**src/hw/bwc_pkg.sv**
```systemverilog
/*
  constants shared by the battery wake control block: register offsets,
  field positions, reset values and the input glitch filter length.
  assumes byte addresses on an 8-bit register port, one 32-bit word per register.
*/
package bwc_pkg;

  localparam int NUM_WAKE = 7;

  // register offsets (byte addresses)
  localparam logic [7:0] OFF_CONTROL_STATUS = 8'h00;
  localparam logic [7:0] OFF_LATCH_ENABLE = 8'h04;
  localparam logic [7:0] OFF_LATCH_CLEAR = 8'h08;
  localparam logic [7:0] OFF_INPUT_ENABLE = 8'h0c;
  localparam logic [7:0] OFF_RESERVED_SLOT = 8'h10;
  localparam logic [7:0] OFF_INPUT_POLARITY = 8'h14;
  localparam logic [7:0] OFF_RISING_EDGE = 8'h18;
  localparam logic [7:0] OFF_FALLING_EDGE = 8'h1c;
  localparam logic [7:0] OFF_BUFFER_ENABLE = 8'h20;
  localparam logic [7:0] OFF_IRQ_STATUS = 8'h24;
  localparam logic [7:0] OFF_IRQ_MASK = 8'h28;

  // control_status field positions
  localparam int BIT_POWER_OUT = 8;
  localparam int BIT_FW_OVERRIDE = 9;
  localparam int BIT_FW_LEVEL = 10;
  localparam int BIT_FILTER_BYPASS = 11;
  localparam int BIT_WEEKLY = 16;
  localparam int BIT_RTC = 17;

  // interrupt status / mask field positions
  localparam int IRQ_RISE = 0;
  localparam int IRQ_FALL = 1;
  localparam int IRQ_RTC = 2;
  localparam int IRQ_WEEKLY = 3;
  localparam int IRQ_POWER = 4;
  localparam int NUM_IRQ = 5;

  // values after reset
  localparam logic [6:0] RST_INPUT_ENABLE = 7'h7f;
  localparam logic [6:0] RST_BUFFER_ENABLE = 7'h00;
  localparam logic [6:0] RST_POLARITY = 7'h00;
  localparam logic [6:0] RST_LATCH_ENABLE = 7'h00;
  localparam logic [4:0] RST_IRQ_MASK = 5'h00;

  // cycles a pin must hold a new level before the filter passes it
  localparam int FILT_CYCLES = 4;

endpackage : bwc_pkg

```
**src/hw/bwc_wake_if.sv**
```systemverilog
/*
  bundle between the core and its two helpers: raw and filtered wake levels,
  filter bypass, the post-reset load pulse and the edge pulses.
  assumes all three parties share core_clk.
*/
`timescale 1ns/1ns
`default_nettype none
interface bwc_wake_if #(parameter int N = 7);
  logic [N-1:0] raw;
  logic [N-1:0] filt;
  logic [N-1:0] buf_en;
  logic [N-1:0] rise;
  logic [N-1:0] fall;
  logic bypass;
  logic init;
  modport core (output raw, buf_en, bypass, init, input filt, rise, fall);
  modport filt_side (input raw, bypass, init, output filt);
  modport edge_side (input filt, buf_en, init, output rise, fall);
endinterface : bwc_wake_if
`default_nettype wire

```
**src/hw/bwc_edge_detect.sv**
```systemverilog
/*
  edge detector on the filtered wake levels, ahead of polarity inversion.
  assumes filtered levels from bwc_glitch_filter; pulses last one cycle.
*/
`timescale 1ns/1ns
`default_nettype none
module bwc_edge_detect #(
  parameter int N = 7
) (
  input wire logic core_clk,
  input wire logic rst_b,
  bwc_wake_if.edge_side w
);

  logic [N-1:0] prev_q;
  logic [N-1:0] rise_q;
  logic [N-1:0] fall_q;
  logic [N-1:0] rise_d;
  logic [N-1:0] fall_d;
  logic settle_q;

  // edges count only while the pin's input buffer is on; the load cycle is no edge,
  // nor the one after it: prev_q still holds the reset level while filt shows the pin
  always_comb
  begin
    rise_d = (w.init || settle_q) ? '0 : (w.buf_en & w.filt & ~prev_q); // [RULE10]
    fall_d = (w.init || settle_q) ? '0 : (w.buf_en & ~w.filt & prev_q); // [RULE10]
  end

  always_ff @(posedge core_clk or negedge rst_b)
  begin
    if (!rst_b)
    begin
      prev_q <= '1;
      settle_q <= 1'b1;
      rise_q <= '0;
      fall_q <= '0;
    end
    else
    begin
      prev_q <= w.filt;
      settle_q <= w.init;
      rise_q <= rise_d;
      fall_q <= fall_d;
    end
  end

  assign w.rise = rise_q;
  assign w.fall = fall_q;

endmodule : bwc_edge_detect
`default_nettype wire

```
**src/hw/bwc_glitch_filter.sv**
```systemverilog
/*
  per-pin glitch filter for the wake inputs.
  assumes raw levels synchronous to core_clk and a one-cycle init pulse after reset.
*/
`timescale 1ns/1ns
`default_nettype none
module bwc_glitch_filter #(
  parameter int N = 7
) (
  input wire logic core_clk,
  input wire logic rst_b,
  bwc_wake_if.filt_side w
);

  genvar g;
  generate
    for (g = 0; g < N; g++)
    begin : g_pin
      logic filt_q;
      logic filt_d;
      logic [3:0] cnt_q;
      logic [3:0] cnt_d;

      // a new level must stand FILT_CYCLES cycles unless the filter is bypassed or the init pulse loads it
      always_comb
      begin
        filt_d = filt_q;
        cnt_d = 4'h0;
        if (w.init || w.bypass) // [RULE6] [RULE8]
        begin
          filt_d = w.raw[g];
        end
        else if (w.raw[g] != filt_q)
        begin
          if (cnt_q == 4'(bwc_pkg::FILT_CYCLES - 1))
          begin
            filt_d = w.raw[g];
          end
          else
          begin
            cnt_d = cnt_q + 4'h1;
          end
        end
      end

      always_ff @(posedge core_clk or negedge rst_b)
      begin
        if (!rst_b)
        begin
          filt_q <= 1'b1;
          cnt_q <= 4'h0;
        end
        else
        begin
          filt_q <= filt_d;
          cnt_q <= cnt_d;
        end
      end

      assign w.filt[g] = filt_q;
    end
  endgenerate

endmodule : bwc_glitch_filter
`default_nettype wire

```
**src/hw/bwc_wake_ctrl.sv**
```systemverilog
/*
  battery wake control: register file, wake status latching, alarm latches,
  edge status, power enable output and one level interrupt.
  assumes a single-cycle register port on core_clk, wake pins and alarms
  synchronous to core_clk, and rst_b as the battery-domain reset.
*/
// What this block does
// RULE1: registers decode at base plus offset 00,04,08,0C,14,18,1C,20 as listed.
// RULE2: with its latch enable set, rtc_alarm_status bit 17 goes to one while the rtc alarm is high.
// RULE3: writing rtc_alarm_latch_clear clears the latched rtc_alarm_status.
// RULE4: with its latch enable set, weekly_alarm_status bit 16 goes to one while the weekly alarm is high.
// RULE5: writing weekly_alarm_latch_clear clears the latched weekly_alarm_status.
// RULE6: after reset the wake status bits 6:0 take the present pin levels, not a constant.
// RULE7: the power_enable_output status bit shows the combined output, not a fixed value.
// RULE8: glitch_filter_bypass at one turns off every wake input filter; it resets to zero.
// RULE9: with firmware_output_override at one the output follows firmware_output_level; this block honours it only while main_power_good is high.
// RULE10: polarity inversion sits after filtering and before latching; edges are found before it.
// RULE11: reserved bits and offset 0x10 read zero and ignore writes.
`timescale 1ns/1ns
`default_nettype none
module bwc_wake_ctrl #(
  parameter int N = bwc_pkg::NUM_WAKE
) (
  input wire logic core_clk,
  input wire logic rst_b,
  input wire logic [7:0] reg_addr,
  input wire logic [31:0] reg_wdata,
  input wire logic reg_wr,
  input wire logic reg_rd,
  output logic [31:0] reg_rdata,
  input wire logic [N-1:0] wake_input_n,
  input wire logic rtc_alarm,
  input wire logic weekly_alarm,
  input wire logic main_power_good,
  output logic power_enable_output,
  output logic irq
);

  bwc_wake_if #(.N(N)) wif ();

  // control registers
  logic [N-1:0] in_en_q, in_en_d;
  logic [N-1:0] buf_en_q, buf_en_d;
  logic [N-1:0] pol_q, pol_d;
  logic [N-1:0] lat_en_q, lat_en_d;
  logic rtc_le_q, rtc_le_d;
  logic week_le_q, week_le_d;
  logic fw_ovr_q, fw_ovr_d;
  logic fw_lvl_q, fw_lvl_d;
  logic bypass_q, bypass_d;
  logic [bwc_pkg::NUM_IRQ-1:0] irq_mask_q, irq_mask_d;

  // status state
  logic init_q;
  logic [N-1:0] stat_q, stat_d;
  logic [N-1:0] rise_st_q, rise_st_d;
  logic [N-1:0] fall_st_q, fall_st_d;
  logic rtc_st_q, rtc_st_d;
  logic week_st_q, week_st_d;
  logic pwr_q, pwr_d;
  logic [bwc_pkg::NUM_IRQ-1:0] irq_st_q, irq_st_d;
  logic irq_q, irq_d;
  logic [31:0] rdata_q, rdata_d;

  // write decode
  logic wr_cs, wr_le, wr_lc, wr_ie, wr_pol, wr_re, wr_fe, wr_be, wr_mask;
  logic rd_irq;
  logic [N-1:0] lvl;
  logic [N-1:0] wake_clr;
  logic rtc_clr, week_clr;
  logic hw_out;
  logic [bwc_pkg::NUM_IRQ-1:0] irq_ev;

  // one compare reused by every decode line
  function automatic logic hit(input logic [7:0] a, input logic [7:0] off);
    hit = (a == off);
  endfunction : hit

  assign wr_cs = reg_wr && hit(reg_addr, bwc_pkg::OFF_CONTROL_STATUS); // [RULE1]
  assign wr_le = reg_wr && hit(reg_addr, bwc_pkg::OFF_LATCH_ENABLE); // [RULE1]
  assign wr_lc = reg_wr && hit(reg_addr, bwc_pkg::OFF_LATCH_CLEAR); // [RULE1]
  assign wr_ie = reg_wr && hit(reg_addr, bwc_pkg::OFF_INPUT_ENABLE); // [RULE1]
  assign wr_pol = reg_wr && hit(reg_addr, bwc_pkg::OFF_INPUT_POLARITY); // [RULE1]
  assign wr_re = reg_wr && hit(reg_addr, bwc_pkg::OFF_RISING_EDGE); // [RULE1]
  assign wr_fe = reg_wr && hit(reg_addr, bwc_pkg::OFF_FALLING_EDGE); // [RULE1]
  assign wr_be = reg_wr && hit(reg_addr, bwc_pkg::OFF_BUFFER_ENABLE); // [RULE1]
  assign wr_mask = reg_wr && hit(reg_addr, bwc_pkg::OFF_IRQ_MASK);
  assign rd_irq = reg_rd && hit(reg_addr, bwc_pkg::OFF_IRQ_STATUS);

  // latch clear register is write-only: each one bit clears its latch
  assign wake_clr = wr_lc ? reg_wdata[N-1:0] : '0;
  assign rtc_clr = wr_lc && reg_wdata[bwc_pkg::BIT_RTC];
  assign week_clr = wr_lc && reg_wdata[bwc_pkg::BIT_WEEKLY];

  // helpers: the buffer is on when the pin feeds the output or is explicitly enabled
  assign wif.raw = wake_input_n;
  assign wif.bypass = bypass_q; // [RULE8]
  assign wif.init = init_q;
  assign wif.buf_en = in_en_q | buf_en_q;

  bwc_glitch_filter #(.N(N)) u_filter (
    .core_clk(core_clk),
    .rst_b(rst_b),
    .w(wif.filt_side)
  );

  bwc_edge_detect #(.N(N)) u_edge (
    .core_clk(core_clk),
    .rst_b(rst_b),
    .w(wif.edge_side)
  );

  // inversion after the filter; at default polarity a low level means asserted
  assign lvl = wif.filt ^ pol_q; // [RULE10]

  // hardware combination: any enabled asserted input, or either alarm (live or latched)
  assign hw_out = (|(in_en_q & ~stat_q)) | rtc_alarm | rtc_st_q | weekly_alarm | week_st_q;

  // control register next values; reserved bits are simply not stored
  always_comb
  begin
    in_en_d = wr_ie ? reg_wdata[N-1:0] : in_en_q;
    buf_en_d = wr_be ? reg_wdata[N-1:0] : buf_en_q;
    pol_d = wr_pol ? reg_wdata[N-1:0] : pol_q;
    lat_en_d = wr_le ? reg_wdata[N-1:0] : lat_en_q;
    rtc_le_d = wr_le ? reg_wdata[bwc_pkg::BIT_RTC] : rtc_le_q;
    week_le_d = wr_le ? reg_wdata[bwc_pkg::BIT_WEEKLY] : week_le_q;
    fw_ovr_d = wr_cs ? reg_wdata[bwc_pkg::BIT_FW_OVERRIDE] : fw_ovr_q;
    fw_lvl_d = wr_cs ? reg_wdata[bwc_pkg::BIT_FW_LEVEL] : fw_lvl_q;
    bypass_d = wr_cs ? reg_wdata[bwc_pkg::BIT_FILTER_BYPASS] : bypass_q; // [RULE8]
    irq_mask_d = wr_mask ? reg_wdata[bwc_pkg::NUM_IRQ-1:0] : irq_mask_q;
  end

  always_ff @(posedge core_clk or negedge rst_b)
  begin
    if (!rst_b)
    begin
      in_en_q <= bwc_pkg::RST_INPUT_ENABLE[N-1:0];
      buf_en_q <= bwc_pkg::RST_BUFFER_ENABLE[N-1:0];
      pol_q <= bwc_pkg::RST_POLARITY[N-1:0];
      lat_en_q <= bwc_pkg::RST_LATCH_ENABLE[N-1:0];
      rtc_le_q <= 1'b0;
      week_le_q <= 1'b0;
      fw_ovr_q <= 1'b0;
      fw_lvl_q <= 1'b0;
      bypass_q <= 1'b0; // [RULE8]
      irq_mask_q <= bwc_pkg::RST_IRQ_MASK;
    end
    else
    begin
      in_en_q <= in_en_d;
      buf_en_q <= buf_en_d;
      pol_q <= pol_d;
      lat_en_q <= lat_en_d;
      rtc_le_q <= rtc_le_d;
      week_le_q <= week_le_d;
      fw_ovr_q <= fw_ovr_d;
      fw_lvl_q <= fw_lvl_d;
      bypass_q <= bypass_d;
      irq_mask_q <= irq_mask_d;
    end
  end

  // status next values; a new event beats a clear in the same cycle
  always_comb
  begin
    if (init_q)
    begin
      stat_d = wake_input_n ^ pol_q; // [RULE6]
    end
    else
    begin
      // a latched input holds its asserted (low) state until cleared
      stat_d = (lat_en_q & ~wake_clr) & stat_q & lvl | (~(lat_en_q & ~wake_clr)) & lvl; // [RULE10]
    end
    rise_st_d = wif.rise | (rise_st_q & ~(wr_re ? reg_wdata[N-1:0] : '0));
    fall_st_d = wif.fall | (fall_st_q & ~(wr_fe ? reg_wdata[N-1:0] : '0));
    rtc_st_d = (rtc_le_q && rtc_alarm) || (rtc_st_q && !rtc_clr); // [RULE2] [RULE3]
    week_st_d = (week_le_q && weekly_alarm) || (week_st_q && !week_clr); // [RULE4] [RULE5]
    // firmware only steers the output while main power is good
    if (fw_ovr_q && main_power_good)
    begin
      pwr_d = fw_lvl_q; // [RULE9]
    end
    else
    begin
      pwr_d = hw_out; // [RULE9]
    end
    irq_ev[bwc_pkg::IRQ_RISE] = |wif.rise;
    irq_ev[bwc_pkg::IRQ_FALL] = |wif.fall;
    irq_ev[bwc_pkg::IRQ_RTC] = rtc_st_d && !rtc_st_q;
    irq_ev[bwc_pkg::IRQ_WEEKLY] = week_st_d && !week_st_q;
    irq_ev[bwc_pkg::IRQ_POWER] = pwr_d != pwr_q;
    irq_st_d = irq_ev | (rd_irq ? '0 : irq_st_q);
    irq_d = |(irq_st_d & irq_mask_q);
  end

  always_ff @(posedge core_clk or negedge rst_b)
  begin
    if (!rst_b)
    begin
      init_q <= 1'b1;
      stat_q <= '1;
      rise_st_q <= '0;
      fall_st_q <= '0;
      rtc_st_q <= 1'b0;
      week_st_q <= 1'b0;
      pwr_q <= 1'b0;
      irq_st_q <= '0;
      irq_q <= 1'b0;
    end
    else
    begin
      init_q <= 1'b0; // pins are loaded at the first edge after release
      stat_q <= stat_d;
      rise_st_q <= rise_st_d;
      fall_st_q <= fall_st_d;
      rtc_st_q <= rtc_st_d;
      week_st_q <= week_st_d;
      pwr_q <= pwr_d;
      irq_st_q <= irq_st_d;
      irq_q <= irq_d;
    end
  end

  // read mux; unmapped, reserved and write-only offsets read zero
  always_comb
  begin
    rdata_d = 32'h0000_0000;
    if (!reg_rd)
    begin
      rdata_d = 32'h0000_0000;
    end
    else if (hit(reg_addr, bwc_pkg::OFF_CONTROL_STATUS)) // [RULE1]
    begin
      rdata_d[N-1:0] = stat_q; // [RULE6]
      rdata_d[bwc_pkg::BIT_POWER_OUT] = pwr_q; // [RULE7]
      rdata_d[bwc_pkg::BIT_FW_OVERRIDE] = fw_ovr_q;
      rdata_d[bwc_pkg::BIT_FW_LEVEL] = fw_lvl_q;
      rdata_d[bwc_pkg::BIT_FILTER_BYPASS] = bypass_q;
      rdata_d[bwc_pkg::BIT_WEEKLY] = week_st_q; // [RULE4]
      rdata_d[bwc_pkg::BIT_RTC] = rtc_st_q; // [RULE2]
    end
    else if (hit(reg_addr, bwc_pkg::OFF_LATCH_ENABLE))
    begin
      rdata_d[N-1:0] = lat_en_q;
      rdata_d[bwc_pkg::BIT_WEEKLY] = week_le_q;
      rdata_d[bwc_pkg::BIT_RTC] = rtc_le_q;
    end
    else if (hit(reg_addr, bwc_pkg::OFF_INPUT_ENABLE))
    begin
      rdata_d[N-1:0] = in_en_q;
    end
    else if (hit(reg_addr, bwc_pkg::OFF_INPUT_POLARITY))
    begin
      rdata_d[N-1:0] = pol_q;
    end
    else if (hit(reg_addr, bwc_pkg::OFF_RISING_EDGE))
    begin
      rdata_d[N-1:0] = rise_st_q;
    end
    else if (hit(reg_addr, bwc_pkg::OFF_FALLING_EDGE))
    begin
      rdata_d[N-1:0] = fall_st_q;
    end
    else if (hit(reg_addr, bwc_pkg::OFF_BUFFER_ENABLE))
    begin
      rdata_d[N-1:0] = buf_en_q;
    end
    else if (hit(reg_addr, bwc_pkg::OFF_IRQ_STATUS))
    begin
      rdata_d[bwc_pkg::NUM_IRQ-1:0] = irq_st_q;
    end
    else if (hit(reg_addr, bwc_pkg::OFF_IRQ_MASK))
    begin
      rdata_d[bwc_pkg::NUM_IRQ-1:0] = irq_mask_q;
    end
    else
    begin
      rdata_d = 32'h0000_0000; // [RULE11]
    end
  end

  always_ff @(posedge core_clk or negedge rst_b)
  begin
    if (!rst_b)
    begin
      rdata_q <= 32'h0000_0000;
    end
    else
    begin
      rdata_q <= rdata_d;
    end
  end

  assign reg_rdata = rdata_q;
  assign power_enable_output = pwr_q;
  assign irq = irq_q;

endmodule : bwc_wake_ctrl
`default_nettype wire

```
**config.mk**
```make
export PLATFORM = sky130hd
export DESIGN_NAME = bwc_wake_ctrl
export DESIGN_NICKNAME = d
export VERILOG_FILES = /design/src/hw/bwc_pkg.sv /design/src/hw/bwc_wake_if.sv /design/src/hw/bwc_edge_detect.sv /design/src/hw/bwc_glitch_filter.sv /design/src/hw/bwc_wake_ctrl.sv
export SDC_FILE = /design/constraint.sdc
export NUM_CORES = 1
export LEC_CHECK = 0
export ABC_AREA = 1
export BUFFER_PORTS_ARGS = -buffer_cell sky130_fd_sc_hd__buf_2
export CAP_MARGIN = 10
export CORE_UTILIZATION = 35
export DETAILED_ROUTE_END_ITERATION = 10
export GPL_TIMING_DRIVEN = 1
export PLACE_DENSITY = 0.63
export SLEW_MARGIN = 10
export SYNTH_ARGS = -nofsm -noshare
export SYNTH_HDL_FRONTEND = slang
export SYNTH_SLANG_ARGS = --single-unit
```
**constraint.sdc**
```tcl
create_clock -name core_clk -period 1.85 [get_ports core_clk]
set_clock_uncertainty 0.05 [all_clocks]
set_input_delay 0.185 -clock core_clk [delete_from_list [all_inputs] [get_ports core_clk]]
set_output_delay 0.185 -clock core_clk [all_outputs]
set_load 0.01 [all_outputs]
```
---- Yosys cells after proc, flatten, opt, wreduce, memory -nomap -nowiden ----
Cells that the tools add are included.
word-level totals
  register bits after elaboration ......... 144
  bits of input ports ..................... 54
  output and inout bits ................... 34
  word-level logic and storage cells ...... 215
cells by class
  $add $sub $neg .......................... 7
  eq/ne operators ......................... 24
  muxes and demuxes ....................... 63
  bitwise operators ....................... 30
  reductions and logical operators ........ 53
operators by type and width
  kind                   count
  $mux W7                13
  $mux W4                22
  $and A7 B7 Y7          11
  $not A7 Y7             7
  $add A4 B1 Y4 const B  7
  $eq A4 B2 Y1 const B   7
  $or A7 B7 Y7           4
  $reduce_bool A2 Y1     14
  $eq A8 B5 Y1 const B   3
  $eq A8 B6 Y1 const B   3
  $mux W1                22
  $reduce_or A7 Y1       3
  $logic_and A1 B1 Y1    19
  $mux W18               1
  $eq A8 B4 Y1 const B   2
  $mux W5                3
  $reduce_and A2 Y1      7
  $xor A7 B7 Y7          2
  $eq A8 B3 Y1 const B   1
  $logic_not A8 Y1       1
  $ne A1 B1 Y1           8
  $and A5 B5 Y5          1
  $or A5 B5 Y5           1
  $reduce_or A5 Y1       1
  other kinds (4)        14

---- Logic depth before layout (Yosys ltp) ----
  depth after elaboration ................. 12
  depth in mapped cells ................... 11
  gate-level depth less buffers ........... 11

---- Modules after synthesis ----
A second synthesis with hierarchy kept.
second synthesis, totals
  cell total of the unflattened synthesis .. 790
  area total of the unflattened synthesis .. 6804.0 um2
modules (own cells, without submodules)
  module             times used  cells each  area an instance (um2)  seq. area each (um2)
  bwc_wake_ctrl      1           515         4254.1                  2070.7
  bwc_glitch_filter  1           207         1745.4                  884.6
  bwc_edge_detect    1           68          804.5                   560.5

---- Least setup slack after synthesis ----
Ideal clock, no wire load.
  kind .................................... register to register
  start ................................... register init_q
  end ..................................... register u_edge.fall_q[0], in the netlist u_edge.w.fall[0]
  setup time .............................. 0.124 ns
  data arrival time ....................... 1.188 ns
  data required time ...................... 1.676 ns
  path slack .............................. 0.488 ns
  cell stages (with the launch flop) ...... 6
  path buffers ............................ 3
  period minus slack after synthesis ...... 1.362 ns
  path through ............................ dfstp_2 > buf_2 > or2_2 > clkbuf_1 > buf_2 > nor3_1
between the ends
  longest elaborated chain between the ends .. 2
ends and longest elaborated chain
  item                    line                   RTL
  from (decl)             bwc_wake_ctrl.sv:54    logic init_q;
  from (signal assigned)  bwc_wake_ctrl.sv:202   init_q <= 1'b1;
  from (signal assigned)  bwc_wake_ctrl.sv:214   init_q <= 1'b0;
  $logic_or A1 B1 Y1      bwc_edge_detect.sv:27  fall_d = (w.init || settle_q) ? '0 : (w.buf_en & ~w.filt & prev_q);
  $mux W7                 bwc_edge_detect.sv:27
  net u_edge.fall_d[0]    bwc_edge_detect.sv:19  logic [N-1:0] fall_d;
  to (signal assigned)    bwc_edge_detect.sv:44  fall_q <= fall_d;
  to (decl)               bwc_edge_detect.sv:17  logic [N-1:0] fall_q;
The timed path passes the listed nets, and every way through them passes these cells.
A chain may end at the register's enable or synchronous reset.

---- Worst setup path after layout ----
  start ................................... register stat_q[3]
  end ..................................... register irq_q, in the netlist irq
between the ends
  longest elaborated chain between the ends .. 12
ends and longest elaborated chain
  item                        line                  RTL
  from (decl)                 bwc_wake_ctrl.sv:55   logic [N-1:0] stat_q, stat_d;
  from (signal assigned)      bwc_wake_ctrl.sv:215  stat_q <= stat_d;
  $not A7 Y7                  bwc_wake_ctrl.sv:117  assign hw_out = (|(in_en_q & ~stat_q)) | rtc_alarm | rtc_st_q | weekly_alarm | week_st_q;
  $and A7 B7 Y7               bwc_wake_ctrl.sv:117
  $reduce_or A7 Y1            bwc_wake_ctrl.sv:117
  $or A1 B1 Y1 (4 in series)  bwc_wake_ctrl.sv:117
  $mux W1                     bwc_wake_ctrl.sv:181  if (fw_ovr_q && main_power_good)
  $ne A1 B1 Y1                bwc_wake_ctrl.sv:193  irq_ev[bwc_pkg::IRQ_POWER] = pwr_d != pwr_q;
  $or A5 B5 Y5                bwc_wake_ctrl.sv:194  irq_st_d = irq_ev | (rd_irq ? '0 : irq_st_q);
  net irq_st_d, one bit       bwc_wake_ctrl.sv:61   logic [bwc_pkg::NUM_IRQ-1:0] irq_st_q, irq_st_d;
  $and A5 B5 Y5               bwc_wake_ctrl.sv:195  irq_d = |(irq_st_d & irq_mask_q);
  $reduce_or A5 Y1            bwc_wake_ctrl.sv:195
  net irq_d                   bwc_wake_ctrl.sv:62   logic irq_q, irq_d;
  to (signal assigned)        bwc_wake_ctrl.sv:222  irq_q <= irq_d;
  to (decl)                   bwc_wake_ctrl.sv:62
The timed path passes the listed nets, and every way through them passes these cells.

==> impl_metrics.csv <==
group,metric,value,unit
synthesis,synth_top_area_cell,"dfrtp_1",
detailed_routing,wire_per_inst,14.5,um
worst_hold_path,min_from,"wake_input_n[2]",
cells_and_area,drive_above_1_share,19.7,%
synthesis,synth.most_common_cell,"nand2_1",
critical_path,critPathMaxFanout,3,
clocking,cts.sinks,139,
outcome,status,"finished with violations",
timing,setup_viol,0,
critical_path,criticalPathCategory,"reg2reg",
synthesis,synth_commonest_cells,"nand2_1, dfrtp_1, nor2_1, inv_1, nand3_1",
critical_path,worst_r2r_endpoint,"irq$_DFF_PN0_",
detailed_routing,dr.pass1.iters,8,
critical_path,crit_slowest_cell,"dfstp_2",
cells_and_area,antennaDiodeCount,0,
floorplanning,start_util,35.9,%
clocking,holdBufCountCts,12,
critical_path,cp-end-kind,"flip-flop",
synthesis,yosys_warnings,0,
clocking,cts_tree,"built",
detailed_routing,vias,4937,
clocking,cts_resized,0,
global_routing,grt_pass1_wl,25000,um
timing,max_freq,606,MHz
floorplanning,core_area,18100,um2
synthesis,netlist_area,6490,um2
placement,gp_congestion,0.876,
global_routing,grt_antenna_before_repair,0,
synthesis,synth_cell_types,37,
floorplanning,die_width,138,um
clocking,cts.clk_slew.worst_paths,60,ps
floorplanning,rows,49,
global_routing,track_usage,17.0,%
floorplanning,die_area,19100,um2
clocking,cts-buffers-inserted,17,
detailed_routing,drtIter0Drc,316,
clocking,clock_latency,430,ps
critical_path,cp.arrival,1910,ps
job,drv_cap,0,
timing,post-route-period-util,89.2,%
detailed_routing,drt-total-wl,15100,um
critical_path,startpoint_type,"flip-flop",
synthesis,synthCells,718,
worst_hold_path,min_path_type,"in2reg",
critical_path,ff2ff_path_depth,11,
cells_and_area,fin_area,7700,um2
timing,min_period,1650,ps
synthesis,synth_area_leaders,"dfrtp_1, dfstp_2, nand2_1, nor2_1, inv_1",
critical_path,reg2reg_from,"stat_q[3]$_DFF_PN1_",
synthesis,ys_seq_elements,139,
timing,drv_slew,0,
timing,slew_headroom,66.7,%
floorplanning,ios,88,
timing,worst_pin_slew,499,ps
placement,placed_area,6970,um2
clocking,cts_buffer_depth,2,
synthesis,seq_area_frac_synth,54.2,%
synthesis,syn_area_per_cell,9.04,um2
global_routing,grt-ovfl-total,0,
detailed_routing,viasPerCell,4.76,
critical_path,path_buf_inv,1,
global_routing,grt_max_degree,52,
placement,hpwl,10900,um
cells_and_area,nFillCells,1714,
global_routing,first_global_vias,4796,
critical_path,rrSetupSlack,200,ps
detailed_routing,drc_errors,18,
worst_hold_path,worst_hold_path.num_cells,3,
synthesis,yosysTopAreaCellShare,42.0,%
placement,io_buffers,48,
outcome,failed_checks,"DRC",
critical_path,required,2110,ps
critical_path,cp_common_cell,"nand2_1",
synthesis,async_flop_share,100,%
critical_path,crit_family,"simple AND/OR/NAND/NOR gates",
worst_hold_path,whs_endpoint,"u_filter.g_pin[2].filt_q$_DFFE_PN1P_",
timing,hold_viol,0,
critical_path,slowest_delay,570,ps
cells_and_area,syn2layout_area_growth,18.7,%
cells_and_area,nNetsFinal,856,
clocking,cts_htree_levels,4,
power_and_ir_drop,power_leakage,3.65,nW
timing,fin_tns_setup,0,ps
clocking,cts-root-buf,"clkbuf_16",
power_and_ir_drop,peakVddDrop,0.559,mV
timing,rsz0062_at_grt,"no",
power_and_ir_drop,power_density,950,nW/um2
synthesis,synthFlopType,"dfrtp_1",
critical_path,worstPathCellList,"inv_1, nand2_1, nand3_1, nor2_1, nand2_1, o21ai_0, nand2_1, nand2_1, nand2_1, nand2_1, nand2_1",
clocking,cts_setup_buffers,0,
detailed_routing,final_antenna_net_count,0,
synthesis,synth_edf_count,0,
floorplanning,chipHeight,138,um
tightest hold or removal path, cell delays in order:
cell and delay [ps]:
buf_2 140, a21oi_1 120, a31oi_1 50
final cells by class:
class	count	area, um2	share of cell area (%)
repair buffers	71	474	6.16
clock buffers	22	474	6.16
inverters	79	299	3.88
clock inverters	10	140	1.82
flip-flops and latches	139	3520	45.7
multi-input cells	487	2510	32.6
well taps	229	287	3.72
how the worst max path moves through the flow:
stage | start | end | cells past startpoint
6_report | stat_q[3]$_DFF_PN1_ | irq$_DFF_PN0_ | 11
4_1_cts | stat_q[3]$_DFF_PN1_ | irq$_DFF_PN0_ | 11
3_5_place_dp | reg_addr[5] | rise_st_q[3]$_DFF_PN0_ | 8
3_3_place_gp | reg_addr[5] | rise_st_q[2]$_DFF_PN0_ | 8
5_1_grt | stat_q[2]$_DFF_PN1_ | irq$_DFF_PN0_ | 11
2_1_floorplan | init_q$_DFF_PN1_ | u_edge.w.fall[0]$_DFF_PN0_ | 5
sequential cells by signal (all words and copies together) (netlist names), 5 cells and up:
name                   count
u_filter.g_pin.cnt_q      28
reg_rdata                 13
buf_en_q                   7
fall_st_q                  7
in_en_q                    7
lat_en_q                   7
pol_q                      7
rise_st_q                  7
stat_q                     7
u_edge.prev_q              7
u_edge.w.fall              7
u_edge.w.rise              7
u_filter.g_pin.filt_q      7
irq_mask_q                 5
irq_st_q                   5
cells by family after synthesis:
group           after synthesis  synth area share (%)
buf+inv                     111                  8.22
simple gates                317                  22.3
fa+ha+maj                     7                  1.35
other cells                   1                0.0578
flops                       139                  54.2
compound gates              115                  10.1
xor+xnor                     28                  3.78
per-stage QoR:
stage | utilization, % | std cells | setup WS [ps] | hold slack (ps) | total power [mW]
floorplan | - | 737 | 488 | -161 | 3.61
global placement | 38.5 | 993 | 197 | 123 | 3.82
detailed placement | 38.5 | 993 | 160 | 118 | 3.83
CTS | 42.6 | 1037 | 229 | 6.68 | 7.37
global route | 42.6 | 1037 | 2.89 | 21.8 | 7.58
finish | 42.6 | 1037 | 200 | 20.2 | 7.31
power by group:
part | internal (mW) | switching [mW] | total, mW | leakage [nW]
clock network | 2.23 | 1.29 | 3.52 | 0.292
registers | 3.19 | 0.0943 | 3.28 | 1.69
logic | 0.176 | 0.336 | 0.512 | 1.67
layer usage:
metal  routed length [um]  global-route usage (%)  vias up
li1                     -                       -     2449
met1                 7140                    22.6     2346
met2                 7070                    27.2      126
met3                  692                    4.30       16
met4                  164                    5.09        0
met5                    0                       0        -
layout by cell type, fill, tap and decap left out, types with 3 or more instances in the layout:
master	n
nor2_4	3
nand2_2	8
nand4_1	8
buf_2	47
dfrtp_1	109
ha_1	7
nand3_1	40
xor2_1	13
inv_1	71
nand3_2	3
a21oi_1	39
o221ai_1	5
clkbuf_8	3
conb_1	20
clkinvlp_4	3
nor3_1	11
o21bai_1	5
o21ai_2	7
xnor2_1	15
or2_2	4
nor2_8	4
dfstp_2	30
o21ai_1	18
clkbuf_16	17
nand2_1	132
buf_4	9
dlygate4sd3_1	12
nor4_1	9
bufinv_16	3
o22ai_1	3
nor2_1	91
a31oi_1	6
inv_2	7
o21ai_0	28
(Power assumes the default switching activity.)
